$ cat config.mk
export PLATFORM = sky130hd
export DESIGN_NAME = otc_timing_copy
export DESIGN_NICKNAME = d
export VERILOG_FILES = /design/src/inc/otc_pkg.sv /design/src/otc_timing_copy.sv
export SDC_FILE = /design/constraint.sdc
export NUM_CORES = 1
export LEC_CHECK = 0
export ABC_AREA = 1
export BUFFER_PORTS_ARGS = -buffer_cell sky130_fd_sc_hd__buf_4
export CORE_ASPECT_RATIO = 0.5
export CORE_MARGIN = 2
export CORE_UTILIZATION = 45
export DETAILED_ROUTE_END_ITERATION = 16
export PLACE_DENSITY = 0.71
export SLEW_MARGIN = 20
export SYNTH_ARGS = -nofsm -noshare
export SYNTH_HDL_FRONTEND = slang
export SYNTH_SLANG_ARGS = --single-unit
$ cat constraint.sdc
create_clock -name ref_clk_i -period 5.4 [get_ports ref_clk_i]
set_clock_uncertainty 0.05 [all_clocks]
set_input_delay 1.08 -clock ref_clk_i [delete_from_list [all_inputs] [get_ports ref_clk_i]]
set_output_delay 1.08 -clock ref_clk_i [all_outputs]
set_load 0.1 [all_outputs]
$ cat src/inc/otc_pkg.sv
// otc_pkg: register map, field layout and shared types of the otp timing and copy block
`default_nettype none
package otc_pkg;
	localparam logic [31:0] OTC_TIM1_OFS = 32'h07f40010;
	localparam logic [31:0] OTC_TIM2_OFS = 32'h07f40014;
	localparam logic [31:0] OTC_DEST_OFS = 32'h07f40018;
	localparam logic [31:0] OTC_SRC_OFS = 32'h07f4001c;
	localparam logic [31:0] OTC_CNT_OFS = 32'h07f40020;
	localparam logic [31:0] OTC_STAT_OFS = 32'h07f40024;
	localparam logic [31:0] OTC_TIM1_RST = 32'h0999000f;
	localparam logic [31:0] OTC_TIM1_MASK = 32'h7fff737f;
	localparam logic [31:0] OTC_TIM2_RST = 32'ha4040409;
	localparam logic [31:0] OTC_TIM2_MASK = 32'hffff7fff;
	localparam logic [13:0] OTC_DEST_RST = 14'h0000;
	localparam logic [12:0] OTC_SRC_RST = 13'h0000;
	localparam logic [12:0] OTC_CNT_RST = 13'h0000;
	localparam int OTC_CPU_LSB = 0;
	localparam int OTC_CPU_W = 7;
	localparam int OTC_DEST_LSB = 2;
	localparam int OTC_DEST_W = 14;
	localparam int OTC_CELL_W = 13;
	localparam int OTC_STAT_WORDS_LSB = 16;
	localparam int OTC_FIFO_DEPTH = 4;
	localparam int OTC_DATA_W = 32;

	// second timing register, laid out bit for bit as software sees it
	typedef struct packed {
		logic extra_cycle_enable;
		logic [1:0] standby_exit_wait;
		logic [4:0] program_hold_wait;
		logic [2:0] supply_settle_wait;
		logic [4:0] program_setup_wait;
		logic reserved15;
		logic [6:0] program_recovery_wait;
		logic [2:0] pulse_gap_wait;
		logic [4:0] pulse_width;
	} otc_tim2_t;

	typedef enum logic [2:0] {
		OTC_IV_STANDBY_EXIT,
		OTC_IV_PROGRAM_HOLD,
		OTC_IV_SUPPLY_SETTLE,
		OTC_IV_PROGRAM_SETUP,
		OTC_IV_PROGRAM_RECOVERY,
		OTC_IV_PULSE_GAP,
		OTC_IV_PULSE_WIDTH
	} otc_interval_t;

	typedef struct packed {
		logic [OTC_DEST_W+1:0] addr;
		logic [OTC_DATA_W-1:0] data;
	} otc_bus_wr_t;

	typedef struct packed {
		logic [31:0] addr;
		logic [31:0] wdata;
		logic wr;
		logic rd;
	} otc_reg_req_t;
endpackage
`default_nettype wire

$ cat src/otc_timing_copy.sv
// otc_timing_copy: otp interval timers, copy engine and its data fifo
//
// Summary of operation
// - tim2 bit 31 (reset 1) appends one clock cycle to every microsecond interval.
// - standby-exit wait, bits 30:29, microseconds minus one; at least 2 us.
// - program-hold wait after last pulse, bits 28:24; 5 to 20 us.
// - supply-settle wait before regulator enable, bits 23:21; at least 1 us.
// - program-setup wait before first pulse, bits 20:16; 5 to 20 us.
// - recovery after a programming sequence, bits 14:8; 5 to 100 us.
// - gap between successive pulses, bits 7:5; 1 to 5 us.
// - pulse width, bits 4:0 minus one, reset 9; 10 to 20 us.
// - bus write address takes bits 15:2 from destination register, bits 1:0 zero.
// - destination register changes only by software writes, never by the copy engine.
// - source cell register bits 12:0 give the first otp word for copy and mirror.
// - auto copy moves word count plus one words from otp to destination.
// - during mirroring the word count register shows the amount being copied.
// - one microsecond is cycles-per-microsecond field plus one clock periods, reset 0xf.
//
// Decided for this implementation: the strobed register port.
`default_nettype none

module otc_fifo #(
	parameter int WIDTH = 32,
	parameter int DEPTH = 4
) (
	input wire logic ref_clk_i,
	input wire logic sys_rst_i,
	input wire logic in_valid_i,
	output logic in_ready_o,
	input wire logic [WIDTH-1:0] in_data_i,
	output logic out_valid_o,
	input wire logic out_ready_i,
	output logic [WIDTH-1:0] out_data_o
);
	localparam int AW = $clog2(DEPTH);
	logic [WIDTH-1:0] mem [DEPTH];
	logic [AW-1:0] wr_ptr;
	logic [AW-1:0] rd_ptr;
	logic [AW:0] fill;
	logic push;
	logic pop;
	assign in_ready_o = (fill != (AW+1)'(DEPTH));
	assign out_valid_o = (fill != '0);
	assign out_data_o = mem[rd_ptr];
	assign push = in_valid_i && in_ready_o;
	assign pop = out_valid_o && out_ready_i;
	always_ff @(posedge ref_clk_i) begin
		if (push) begin
			mem[wr_ptr] <= in_data_i;
		end
	end
	always_ff @(posedge ref_clk_i) begin
		if (sys_rst_i) begin
			wr_ptr <= '0;
			rd_ptr <= '0;
			fill <= '0;
		end else begin
			if (push) begin
				wr_ptr <= (wr_ptr == AW'(DEPTH-1)) ? '0 : wr_ptr + AW'(1);
			end
			if (pop) begin
				rd_ptr <= (rd_ptr == AW'(DEPTH-1)) ? '0 : rd_ptr + AW'(1);
			end
			fill <= fill + (AW+1)'(push) - (AW+1)'(pop);
		end
	end
endmodule

module otc_timing_copy (
	input wire logic ref_clk_i,
	input wire logic sys_rst_i,
	input wire otc_pkg::otc_reg_req_t reg_req_i,
	output logic [31:0] reg_rdata_o,
	input wire logic interval_start_i,
	input wire otc_pkg::otc_interval_t interval_sel_i,
	output logic interval_busy_o,
	output logic interval_done_o,
	input wire logic copy_start_i,
	input wire logic mirror_start_i,
	input wire logic [12:0] mirror_words_i,
	output logic copy_busy_o,
	output logic copy_done_o,
	output logic otp_rd_req_o,
	output logic [12:0] otp_rd_addr_o,
	input wire logic otp_rd_valid_i,
	input wire logic [31:0] otp_rd_data_i,
	output logic bus_wr_req_o,
	output otc_pkg::otc_bus_wr_t bus_wr_o,
	input wire logic bus_wr_ack_i
);
	import otc_pkg::*;
	typedef enum logic [1:0] {OTC_TM_IDLE, OTC_TM_COUNT, OTC_TM_EXTRA} otc_tm_state_t;
	typedef enum logic [0:0] {OTC_CP_IDLE, OTC_CP_RUN} otc_cp_state_t;
	logic [31:0] tim1;
	otc_tim2_t tim2;
	logic [OTC_DEST_W-1:0] dest_bus_addr;
	logic [OTC_CELL_W-1:0] source_word_addr;
	logic [OTC_CELL_W-1:0] word_count_minus_one;
	logic [OTC_CPU_W-1:0] cycles_per_microsecond;
	otc_tm_state_t tm_state;
	logic [6:0] cyc_cnt;
	logic [6:0] us_cnt;
	logic [6:0] us_target;
	otc_cp_state_t cp_state;
	logic [13:0] rd_issued;
	logic [13:0] wr_done;
	logic [13:0] total_words;
	logic [OTC_DEST_W-1:0] wr_word;
	logic rd_pending;
	logic fifo_in_ready;
	logic fifo_out_valid;
	logic fifo_out_ready;
	logic [31:0] fifo_out_data;
	logic next_issue;
	logic [31:0] next_rdata;
	// field of the selected interval, microseconds minus one
	function automatic logic [6:0] interval_field(input otc_interval_t sel, input otc_tim2_t t);
		case (sel)
			OTC_IV_STANDBY_EXIT: interval_field = 7'(t.standby_exit_wait);
			OTC_IV_PROGRAM_HOLD: interval_field = 7'(t.program_hold_wait);
			OTC_IV_SUPPLY_SETTLE: interval_field = 7'(t.supply_settle_wait);
			OTC_IV_PROGRAM_SETUP: interval_field = 7'(t.program_setup_wait);
			OTC_IV_PROGRAM_RECOVERY: interval_field = t.program_recovery_wait;
			OTC_IV_PULSE_GAP: interval_field = 7'(t.pulse_gap_wait);
			OTC_IV_PULSE_WIDTH: interval_field = 7'(t.pulse_width);
			default: interval_field = 7'h00;
		endcase
	endfunction
	function automatic logic hit(input logic [31:0] a, input logic [31:0] ofs);
		hit = (a == ofs);
	endfunction
	assign cycles_per_microsecond = tim1[OTC_CPU_LSB +: OTC_CPU_W];
	// timing registers; range limits are left to software, values are taken as written less the bits cleared by the masks
	always_ff @(posedge ref_clk_i) begin
		if (sys_rst_i) begin
			tim1 <= OTC_TIM1_RST;
			tim2 <= OTC_TIM2_RST;
		end else if (reg_req_i.wr) begin
			if (hit(reg_req_i.addr, OTC_TIM1_OFS)) begin
				tim1 <= reg_req_i.wdata & OTC_TIM1_MASK;
			end
			if (hit(reg_req_i.addr, OTC_TIM2_OFS)) begin
				tim2 <= reg_req_i.wdata & OTC_TIM2_MASK;
			end
		end
	end
	// only a software write reaches this register
	always_ff @(posedge ref_clk_i) begin
		if (sys_rst_i) begin
			dest_bus_addr <= OTC_DEST_RST;
		end else if (reg_req_i.wr && hit(reg_req_i.addr, OTC_DEST_OFS)) begin
			dest_bus_addr <= reg_req_i.wdata[OTC_DEST_LSB +: OTC_DEST_W];
		end
	end
	always_ff @(posedge ref_clk_i) begin
		if (sys_rst_i) begin
			source_word_addr <= OTC_SRC_RST;
		end else if (reg_req_i.wr && hit(reg_req_i.addr, OTC_SRC_OFS)) begin
			source_word_addr <= reg_req_i.wdata[OTC_CELL_W-1:0];
		end
	end
	// mirror start loads the amount it copies, winning over a software write
	always_ff @(posedge ref_clk_i) begin
		if (sys_rst_i) begin
			word_count_minus_one <= OTC_CNT_RST;
		end else if (mirror_start_i && cp_state == OTC_CP_IDLE) begin
			word_count_minus_one <= mirror_words_i;
		end else if (reg_req_i.wr && hit(reg_req_i.addr, OTC_CNT_OFS)) begin
			word_count_minus_one <= reg_req_i.wdata[OTC_CELL_W-1:0];
		end
	end
	always_comb begin
		next_rdata = 32'h00000000;
		if (hit(reg_req_i.addr, OTC_TIM1_OFS)) begin
			next_rdata = tim1;
		end else if (hit(reg_req_i.addr, OTC_TIM2_OFS)) begin
			next_rdata = tim2;
		end else if (hit(reg_req_i.addr, OTC_DEST_OFS)) begin
			next_rdata = 32'({dest_bus_addr, 2'b00});
		end else if (hit(reg_req_i.addr, OTC_SRC_OFS)) begin
			next_rdata = 32'(source_word_addr);
		end else if (hit(reg_req_i.addr, OTC_CNT_OFS)) begin
			next_rdata = 32'(word_count_minus_one);
		end else if (hit(reg_req_i.addr, OTC_STAT_OFS)) begin
			next_rdata = 32'({wr_done, 14'h0000, copy_busy_o, interval_busy_o});
		end
	end
	// read data stands only in the cycle after the strobe; unmapped reads give zero
	always_ff @(posedge ref_clk_i) begin
		if (sys_rst_i) begin
			reg_rdata_o <= 32'h00000000;
		end else begin
			reg_rdata_o <= reg_req_i.rd ? next_rdata : 32'h00000000;
		end
	end
	// interval timer: microsecond ticks from the cycle prescaler, then optional extra cycle
	always_ff @(posedge ref_clk_i) begin
		if (sys_rst_i) begin
			tm_state <= OTC_TM_IDLE;
			cyc_cnt <= 7'h00;
			us_cnt <= 7'h00;
			us_target <= 7'h00;
			interval_done_o <= 1'b0;
			interval_busy_o <= 1'b0;
		end else begin
			interval_done_o <= 1'b0;
			case (tm_state)
				OTC_TM_IDLE: begin
					if (interval_start_i) begin
						us_target <= interval_field(interval_sel_i, tim2);
						cyc_cnt <= 7'h00;
						us_cnt <= 7'h00;
						interval_busy_o <= 1'b1;
						tm_state <= OTC_TM_COUNT;
					end
				end
				OTC_TM_COUNT: begin
					if (cyc_cnt == cycles_per_microsecond) begin
						cyc_cnt <= 7'h00;
						if (us_cnt == us_target) begin
							if (tim2.extra_cycle_enable) begin
								tm_state <= OTC_TM_EXTRA;
							end else begin
								tm_state <= OTC_TM_IDLE;
								interval_busy_o <= 1'b0;
								interval_done_o <= 1'b1;
							end
						end else begin
							us_cnt <= us_cnt + 7'h01;
						end
					end else begin
						cyc_cnt <= cyc_cnt + 7'h01;
					end
				end
				OTC_TM_EXTRA: begin
					tm_state <= OTC_TM_IDLE;
					interval_busy_o <= 1'b0;
					interval_done_o <= 1'b1;
				end
				default: begin
					tm_state <= OTC_TM_IDLE;
					interval_busy_o <= 1'b0;
				end
			endcase
		end
	end
	// one otp read outstanding at a time, and only with room in the fifo, so no word is dropped
	assign next_issue = (cp_state == OTC_CP_RUN) && !rd_pending && !otp_rd_req_o
		&& (rd_issued != total_words) && fifo_in_ready;
	always_ff @(posedge ref_clk_i) begin
		if (sys_rst_i) begin
			cp_state <= OTC_CP_IDLE;
			total_words <= 14'h0000;
			rd_issued <= 14'h0000;
			rd_pending <= 1'b0;
			otp_rd_req_o <= 1'b0;
			otp_rd_addr_o <= 13'h0000;
			copy_busy_o <= 1'b0;
		end else begin
			otp_rd_req_o <= next_issue;
			case (cp_state)
				OTC_CP_IDLE: begin
					if (copy_start_i || mirror_start_i) begin
						total_words <= mirror_start_i ? 14'(mirror_words_i) + 14'h0001
							: 14'(word_count_minus_one) + 14'h0001;
						rd_issued <= 14'h0000;
						rd_pending <= 1'b0;
						copy_busy_o <= 1'b1;
						cp_state <= OTC_CP_RUN;
					end
				end
				OTC_CP_RUN: begin
					if (next_issue) begin
						otp_rd_addr_o <= source_word_addr + rd_issued[12:0];
						rd_issued <= rd_issued + 14'h0001;
						rd_pending <= 1'b1;
					end else if (otp_rd_valid_i) begin
						rd_pending <= 1'b0;
					end
					if (copy_done_o) begin
						copy_busy_o <= 1'b0;
						cp_state <= OTC_CP_IDLE;
					end
				end
				default: begin
					cp_state <= OTC_CP_IDLE;
					copy_busy_o <= 1'b0;
				end
			endcase
		end
	end
	otc_fifo #(
		.WIDTH(OTC_DATA_W),
		.DEPTH(OTC_FIFO_DEPTH)
	) u_fifo (
		.ref_clk_i(ref_clk_i),
		.sys_rst_i(sys_rst_i),
		.in_valid_i(otp_rd_valid_i && rd_pending),
		.in_ready_o(fifo_in_ready),
		.in_data_i(otp_rd_data_i),
		.out_valid_o(fifo_out_valid),
		.out_ready_i(fifo_out_ready),
		.out_data_o(fifo_out_data)
	);
	// a stalled bus holds the output word, which backs the fifo up and stops otp reads
	assign fifo_out_ready = !bus_wr_req_o || bus_wr_ack_i;
	always_ff @(posedge ref_clk_i) begin
		if (sys_rst_i) begin
			bus_wr_req_o <= 1'b0;
			bus_wr_o <= '0;
			wr_word <= '0;
		end else begin
			// a start while busy is ignored, so it must not rewind the write offset
			if (cp_state == OTC_CP_IDLE && (copy_start_i || mirror_start_i)) begin
				wr_word <= '0;
			end
			if (fifo_out_valid && fifo_out_ready) begin
				bus_wr_req_o <= 1'b1;
				bus_wr_o.addr <= {dest_bus_addr + wr_word, 2'b00};
				bus_wr_o.data <= fifo_out_data;
				wr_word <= wr_word + 14'h0001;
			end else if (bus_wr_ack_i) begin
				bus_wr_req_o <= 1'b0;
			end
		end
	end
	always_ff @(posedge ref_clk_i) begin
		if (sys_rst_i) begin
			wr_done <= 14'h0000;
			copy_done_o <= 1'b0;
		end else begin
			copy_done_o <= 1'b0;
			if (cp_state == OTC_CP_IDLE && (copy_start_i || mirror_start_i)) begin
				wr_done <= 14'h0000;
			end else if (bus_wr_req_o && bus_wr_ack_i) begin
				wr_done <= wr_done + 14'h0001;
				copy_done_o <= (wr_done + 14'h0001 == total_words);
			end
		end
	end
	// helper: cycles since a timer start, and the length that start should give
	logic [15:0] tm_elapsed;
	logic [15:0] tm_expect;
	always_ff @(posedge ref_clk_i) begin
		if (sys_rst_i) begin
			tm_elapsed <= 16'h0000;
			tm_expect <= 16'h0000;
		end else if (tm_state == OTC_TM_IDLE && interval_start_i) begin
			tm_elapsed <= 16'h0001;
			tm_expect <= 16'((interval_field(interval_sel_i, tim2) + 16'h0001) * (cycles_per_microsecond + 16'h0001)
				+ 16'(tim2.extra_cycle_enable) + 16'h0001);
		end else if (tm_state != OTC_TM_IDLE) begin
			tm_elapsed <= tm_elapsed + 16'h0001;
		end
	end
	AST_TIMER_LENGTH: assert property (@(posedge ref_clk_i) disable iff (sys_rst_i)
		interval_done_o |-> tm_elapsed == tm_expect)
		else $error("interval length differs from field and prescaler");
	AST_EXTRA_CYCLE: assert property (@(posedge ref_clk_i) disable iff (sys_rst_i)
		(tm_state == OTC_TM_COUNT && cyc_cnt == cycles_per_microsecond && us_cnt == us_target
		&& tim2.extra_cycle_enable) |=> !interval_done_o ##1 interval_done_o)
		else $error("extra cycle not appended");
	AST_NO_EXTRA: assert property (@(posedge ref_clk_i) disable iff (sys_rst_i)
		(tm_state == OTC_TM_COUNT && cyc_cnt == cycles_per_microsecond && us_cnt == us_target
		&& !tim2.extra_cycle_enable) |=> interval_done_o)
		else $error("interval ran past its end");
	AST_TICK_PERIOD: assert property (@(posedge ref_clk_i) disable iff (sys_rst_i)
		(tm_state == OTC_TM_COUNT && cyc_cnt == cycles_per_microsecond && us_cnt != us_target)
		|=> us_cnt == $past(us_cnt) + 7'h01 && cyc_cnt == 7'h00)
		else $error("microsecond tick not taken at prescaler end");
	AST_PULSE_FIELD: assert property (@(posedge ref_clk_i) disable iff (sys_rst_i)
		(tm_state == OTC_TM_IDLE && interval_start_i && interval_sel_i == OTC_IV_PULSE_WIDTH)
		|=> us_target == 7'($past(tim2.pulse_width)))
		else $error("pulse width field not loaded");
	AST_RECOVERY_FIELD: assert property (@(posedge ref_clk_i) disable iff (sys_rst_i)
		(tm_state == OTC_TM_IDLE && interval_start_i && interval_sel_i == OTC_IV_PROGRAM_RECOVERY)
		|=> us_target == $past(tim2.program_recovery_wait))
		else $error("recovery field not loaded");
	AST_WORD_ALIGN: assert property (@(posedge ref_clk_i) disable iff (sys_rst_i)
		bus_wr_req_o |-> bus_wr_o.addr[1:0] == 2'b00)
		else $error("bus write address not word aligned");
	AST_DEST_STABLE: assert property (@(posedge ref_clk_i) disable iff (sys_rst_i)
		!$past(reg_req_i.wr) |-> $stable(dest_bus_addr))
		else $error("destination register changed without a write");
	AST_SRC_ADDR: assert property (@(posedge ref_clk_i) disable iff (sys_rst_i)
		next_issue |=> otp_rd_req_o && otp_rd_addr_o == $past(source_word_addr) + $past(rd_issued[12:0]))
		else $error("otp read address not source plus offset");
	AST_WORD_TOTAL: assert property (@(posedge ref_clk_i) disable iff (sys_rst_i)
		copy_done_o |-> wr_done == total_words && rd_issued == total_words)
		else $error("copy ended with wrong word total");
	AST_MIRROR_COUNT: assert property (@(posedge ref_clk_i) disable iff (sys_rst_i)
		(mirror_start_i && cp_state == OTC_CP_IDLE) |=> word_count_minus_one == $past(mirror_words_i)
		&& total_words == 14'($past(mirror_words_i)) + 14'h0001)
		else $error("mirror amount not shown in word count");
endmodule
`default_nettype wire

==> flow_summary.yaml <==
power_and_ir_drop:
  p_comb_frac: 0.343
  seqPwrFrac: 0.371
  clkPwrFrac: 0.287
  p_total_mw: 9.94
  swShare: 0.408
  p_int_mw: 5.89
  power_density_nw_per_um2: 434
  irDropWorstVdd_mv: 0.421
  p_sw_mw: 4.05
  leakagePower_nw: 9.29
synth:
  synth-async-reset-ratio: 0
  ys_seq_elements: 411
  yosys_warnings: 0
  yosys.area.top_type_share: 0.289
  yosys_most_used_dff: "dfxtp_1"
  synthTopCellsByArea: "dfxtp_1 (29%), edfxtp_1 (20%), nand2_1 (7.7%)"
  synth-edff-count: 128
  yosysSeqAreaShare: 0.486
  synth.top_cells.by_count: "nand2_1 (403), nor2_1 (357), dfxtp_1 (283)"
  ys_types: 62
  syn-instance-count: 2455
  synth_area_um2: 19600
  avgSynthCellArea_um2: 7.97
  yosys.area.top_type: "dfxtp_1"
  synth_most_common_cell: "nand2_1"
cts:
  cts.sinks: 411
  cts_tree: "built"
  ctsHtreeMaxLevel: 2
  insertion_delay_ns: 0.54
  numCtsBuffers: 39
  post-cts-setup-buffers: 0
  cts.clk_slew.worst_paths_ns: 0.06
  clockBufferDepth: 3
  cts-root-buf: "clkbuf_16"
  ctsHoldBuffers: 0
  ctsResizeCount: 0
critical_path:
  cpMostUsedCell: "nand2_1"
  worstPathCellList: "buf_4 -> inv_4 -> buf_4 -> nand2_1 -> inv_1 -> nand2_1 -> nand2_1"
  critical_path_arrival_ns: 3.48
  worstPathMaxFanout: 96
  start_kind: "input pin"
  slowest_stage: "buf_4"
  critPathRequiredTime_ns: 5.84
  path_class: "in2reg"
  crit_path_end_kind: "flop"
  max_stage_delay_ns: 0.87
sta:
  slew_viol_final: 0
  setup_tns_ns: 0
  setup_viol: 0
  fin_crit_ns: 3.05
  max_freq_mhz: 328
  worst_slack_ns: 2.35
  min_period_over_period: 0.564
  rsz0062_at_grt: "no"
  finalHoldViolCount: 0
  slew_headroom: 0.318
  tightest_slew_ns: 1.02
  fin_hold_ws_ns: 0.414
routing:
  via_count: 17300
  final_antenna_net_count: 0
  vias_per_cell: 5.36
  route.detailed.drc: 0
  drt-pass1-iter-count: 6
  routed_wl_um: 55400
  wl_per_cell_um: 17.2
  drtIter0Drc: 1618
placement:
  portBuffers: 217
  pre_cts_ws_ns: 1.84
  hpwlAfterDp_um: 38500
  routabilityCongestion: 0.946
  dpl_cell_area_um2: 21500
  place_inst: 3150
die:
  die_h_um: 151
  num_io_pins: 220
  start_util: 0.461
  coreArea_um2: 42400
  die_area_um2: 45300
  rows: 53
  die_w_um: 299
global_routing:
  grt.total_usage: 0.240
  antenna_found_initial: 0
  grt-ovfl-total: 0
  grt_pass1_wl_um: 86500
  grt_max_degree: 97
  grt_pass1_vias: 15800
finish:
  seqCellArea_um2: 9510
  num-fill-cells: 4093
  nets: 2782
  layout.cells.non_filler: 3223
  n_antenna_cell: 0
  final_cell_area_um2: 22900
  fin_util: 0.540
  syn_to_final_growth_pct: 17.1
  multiInputGateArea_um2: 8690
  final_layout_size_suffix_gt1_frac: 0.137
status:
  outcome: "completed"
worst_hold_path:
  worstHoldPathType: "reg2reg"
flow_run:
  max_cap_violations: 0
[registers in the layout, summed over array words and instances (netlist names), 14 cells and up]
signal and flops:
u_fifo.mem 128, tim2 31, rd_issued 14, wr_done 14, dest_bus_addr 14, wr_word 14, bus_wr_o 46, total_words 14
tim1 27, reg_rdata_o 32
[metal layers]
layer  track usage  vias to the layer above  wire length [µm]
met5             0                        -                 0
met3        0.0344                       81              3460
li1              -                     8551                 -
met1         0.326                     8114             24400
met4        0.0608                        0              1230
met2         0.407                      525             26200
[logic make-up (layout without fill, tap and decap cells)]
family / count (synthesis) / in the layout / share of synthesized area
AND/OR/NAND/NOR: 1033 / 1033 / 0.229
AO/OA/AOI/OAI: 566 / 566 / 0.154
multiplexers: 6 / 6 / 0.00307
adder cells (fa/ha/maj): 44 / 44 / 0.0293
XOR/XNOR: 60 / 60 / 0.0268
flip-flops: 411 / 411 / 0.486
buffers and inverters: 334 / 524 / 0.0717
other: 1 / 2 / 0.000192
[power by group through the flow]
stage	clock (mW)	sequential (mW)	combinational (mW)
2_1_floorplan	0	5.13	1.21
3_3_place_gp	0	3.75	3.37
3_5_place_dp	0	3.75	3.42
4_1_cts	2.90	3.69	3.42
5_1_grt	3.03	3.71	3.67
6_report	2.85	3.69	3.40
[worst paths after layout]
check / from / endpoint / slack, ns / cells after the start
min reg2reg: tim1[28] / tim1[28] / 0.41 / 2
max: sys_rst_i / rd_issued[1] / 2.35 / 7
min: tim1[28] / tim1[28] / 0.41 / 2
max reg2reg: rd_issued[2] / rd_issued[1] / 2.80 / 11
[worst max-delay path, delay by kind of cell]
kind | cells | cell delay (ns)
buffers and inverters | 4 | 1.83
AND/OR/NAND/NOR | 3 | 0.46
[final cells by class]
cell class,count,share of cell area
inverter,222,0.0365
clock inverter,12,0.00595
multi-input combinational,1711,0.379
tap,577,0.0315
clock buffer,58,0.0515
timing repair buffer,232,0.0800
sequential,411,0.415
[cells in the final DEF, fill, tap and decap left out, types with 4 or more instances in the layout]
cell type  synthesis  routed
o21ai_2            4       4
nor2_1           357     353
buf_4             13     227
nor2_4            10      14
clkbuf_8           0       9
nor3_1            36      36
clkinv_2           1       8
clkbuf_16          0      41
a31oi_1           36      36
xnor2_1           20      20
nand3b_1          13      13
buf_16             0       4
ha_1              41      41
clkbuf_1          60       8
dfxtp_1          283     282
nand2_1          403     403
nand3_1          146     146
nand4_1           34      34
xor2_1            40      40
inv_1            205     203
nor2_2             9       9
o21ai_1           20      20
inv_2             15      16
a21oi_1          203     203
o21bai_1           5       5
o21ai_0          257     257
o211ai_1          10      10
o22ai_1           10      10
nor3b_1            4       4
edfxtp_1         128     128
mux2i_1            6       6
nand2_2            6       6
Note: power is estimated with default switching activity, not from simulation.
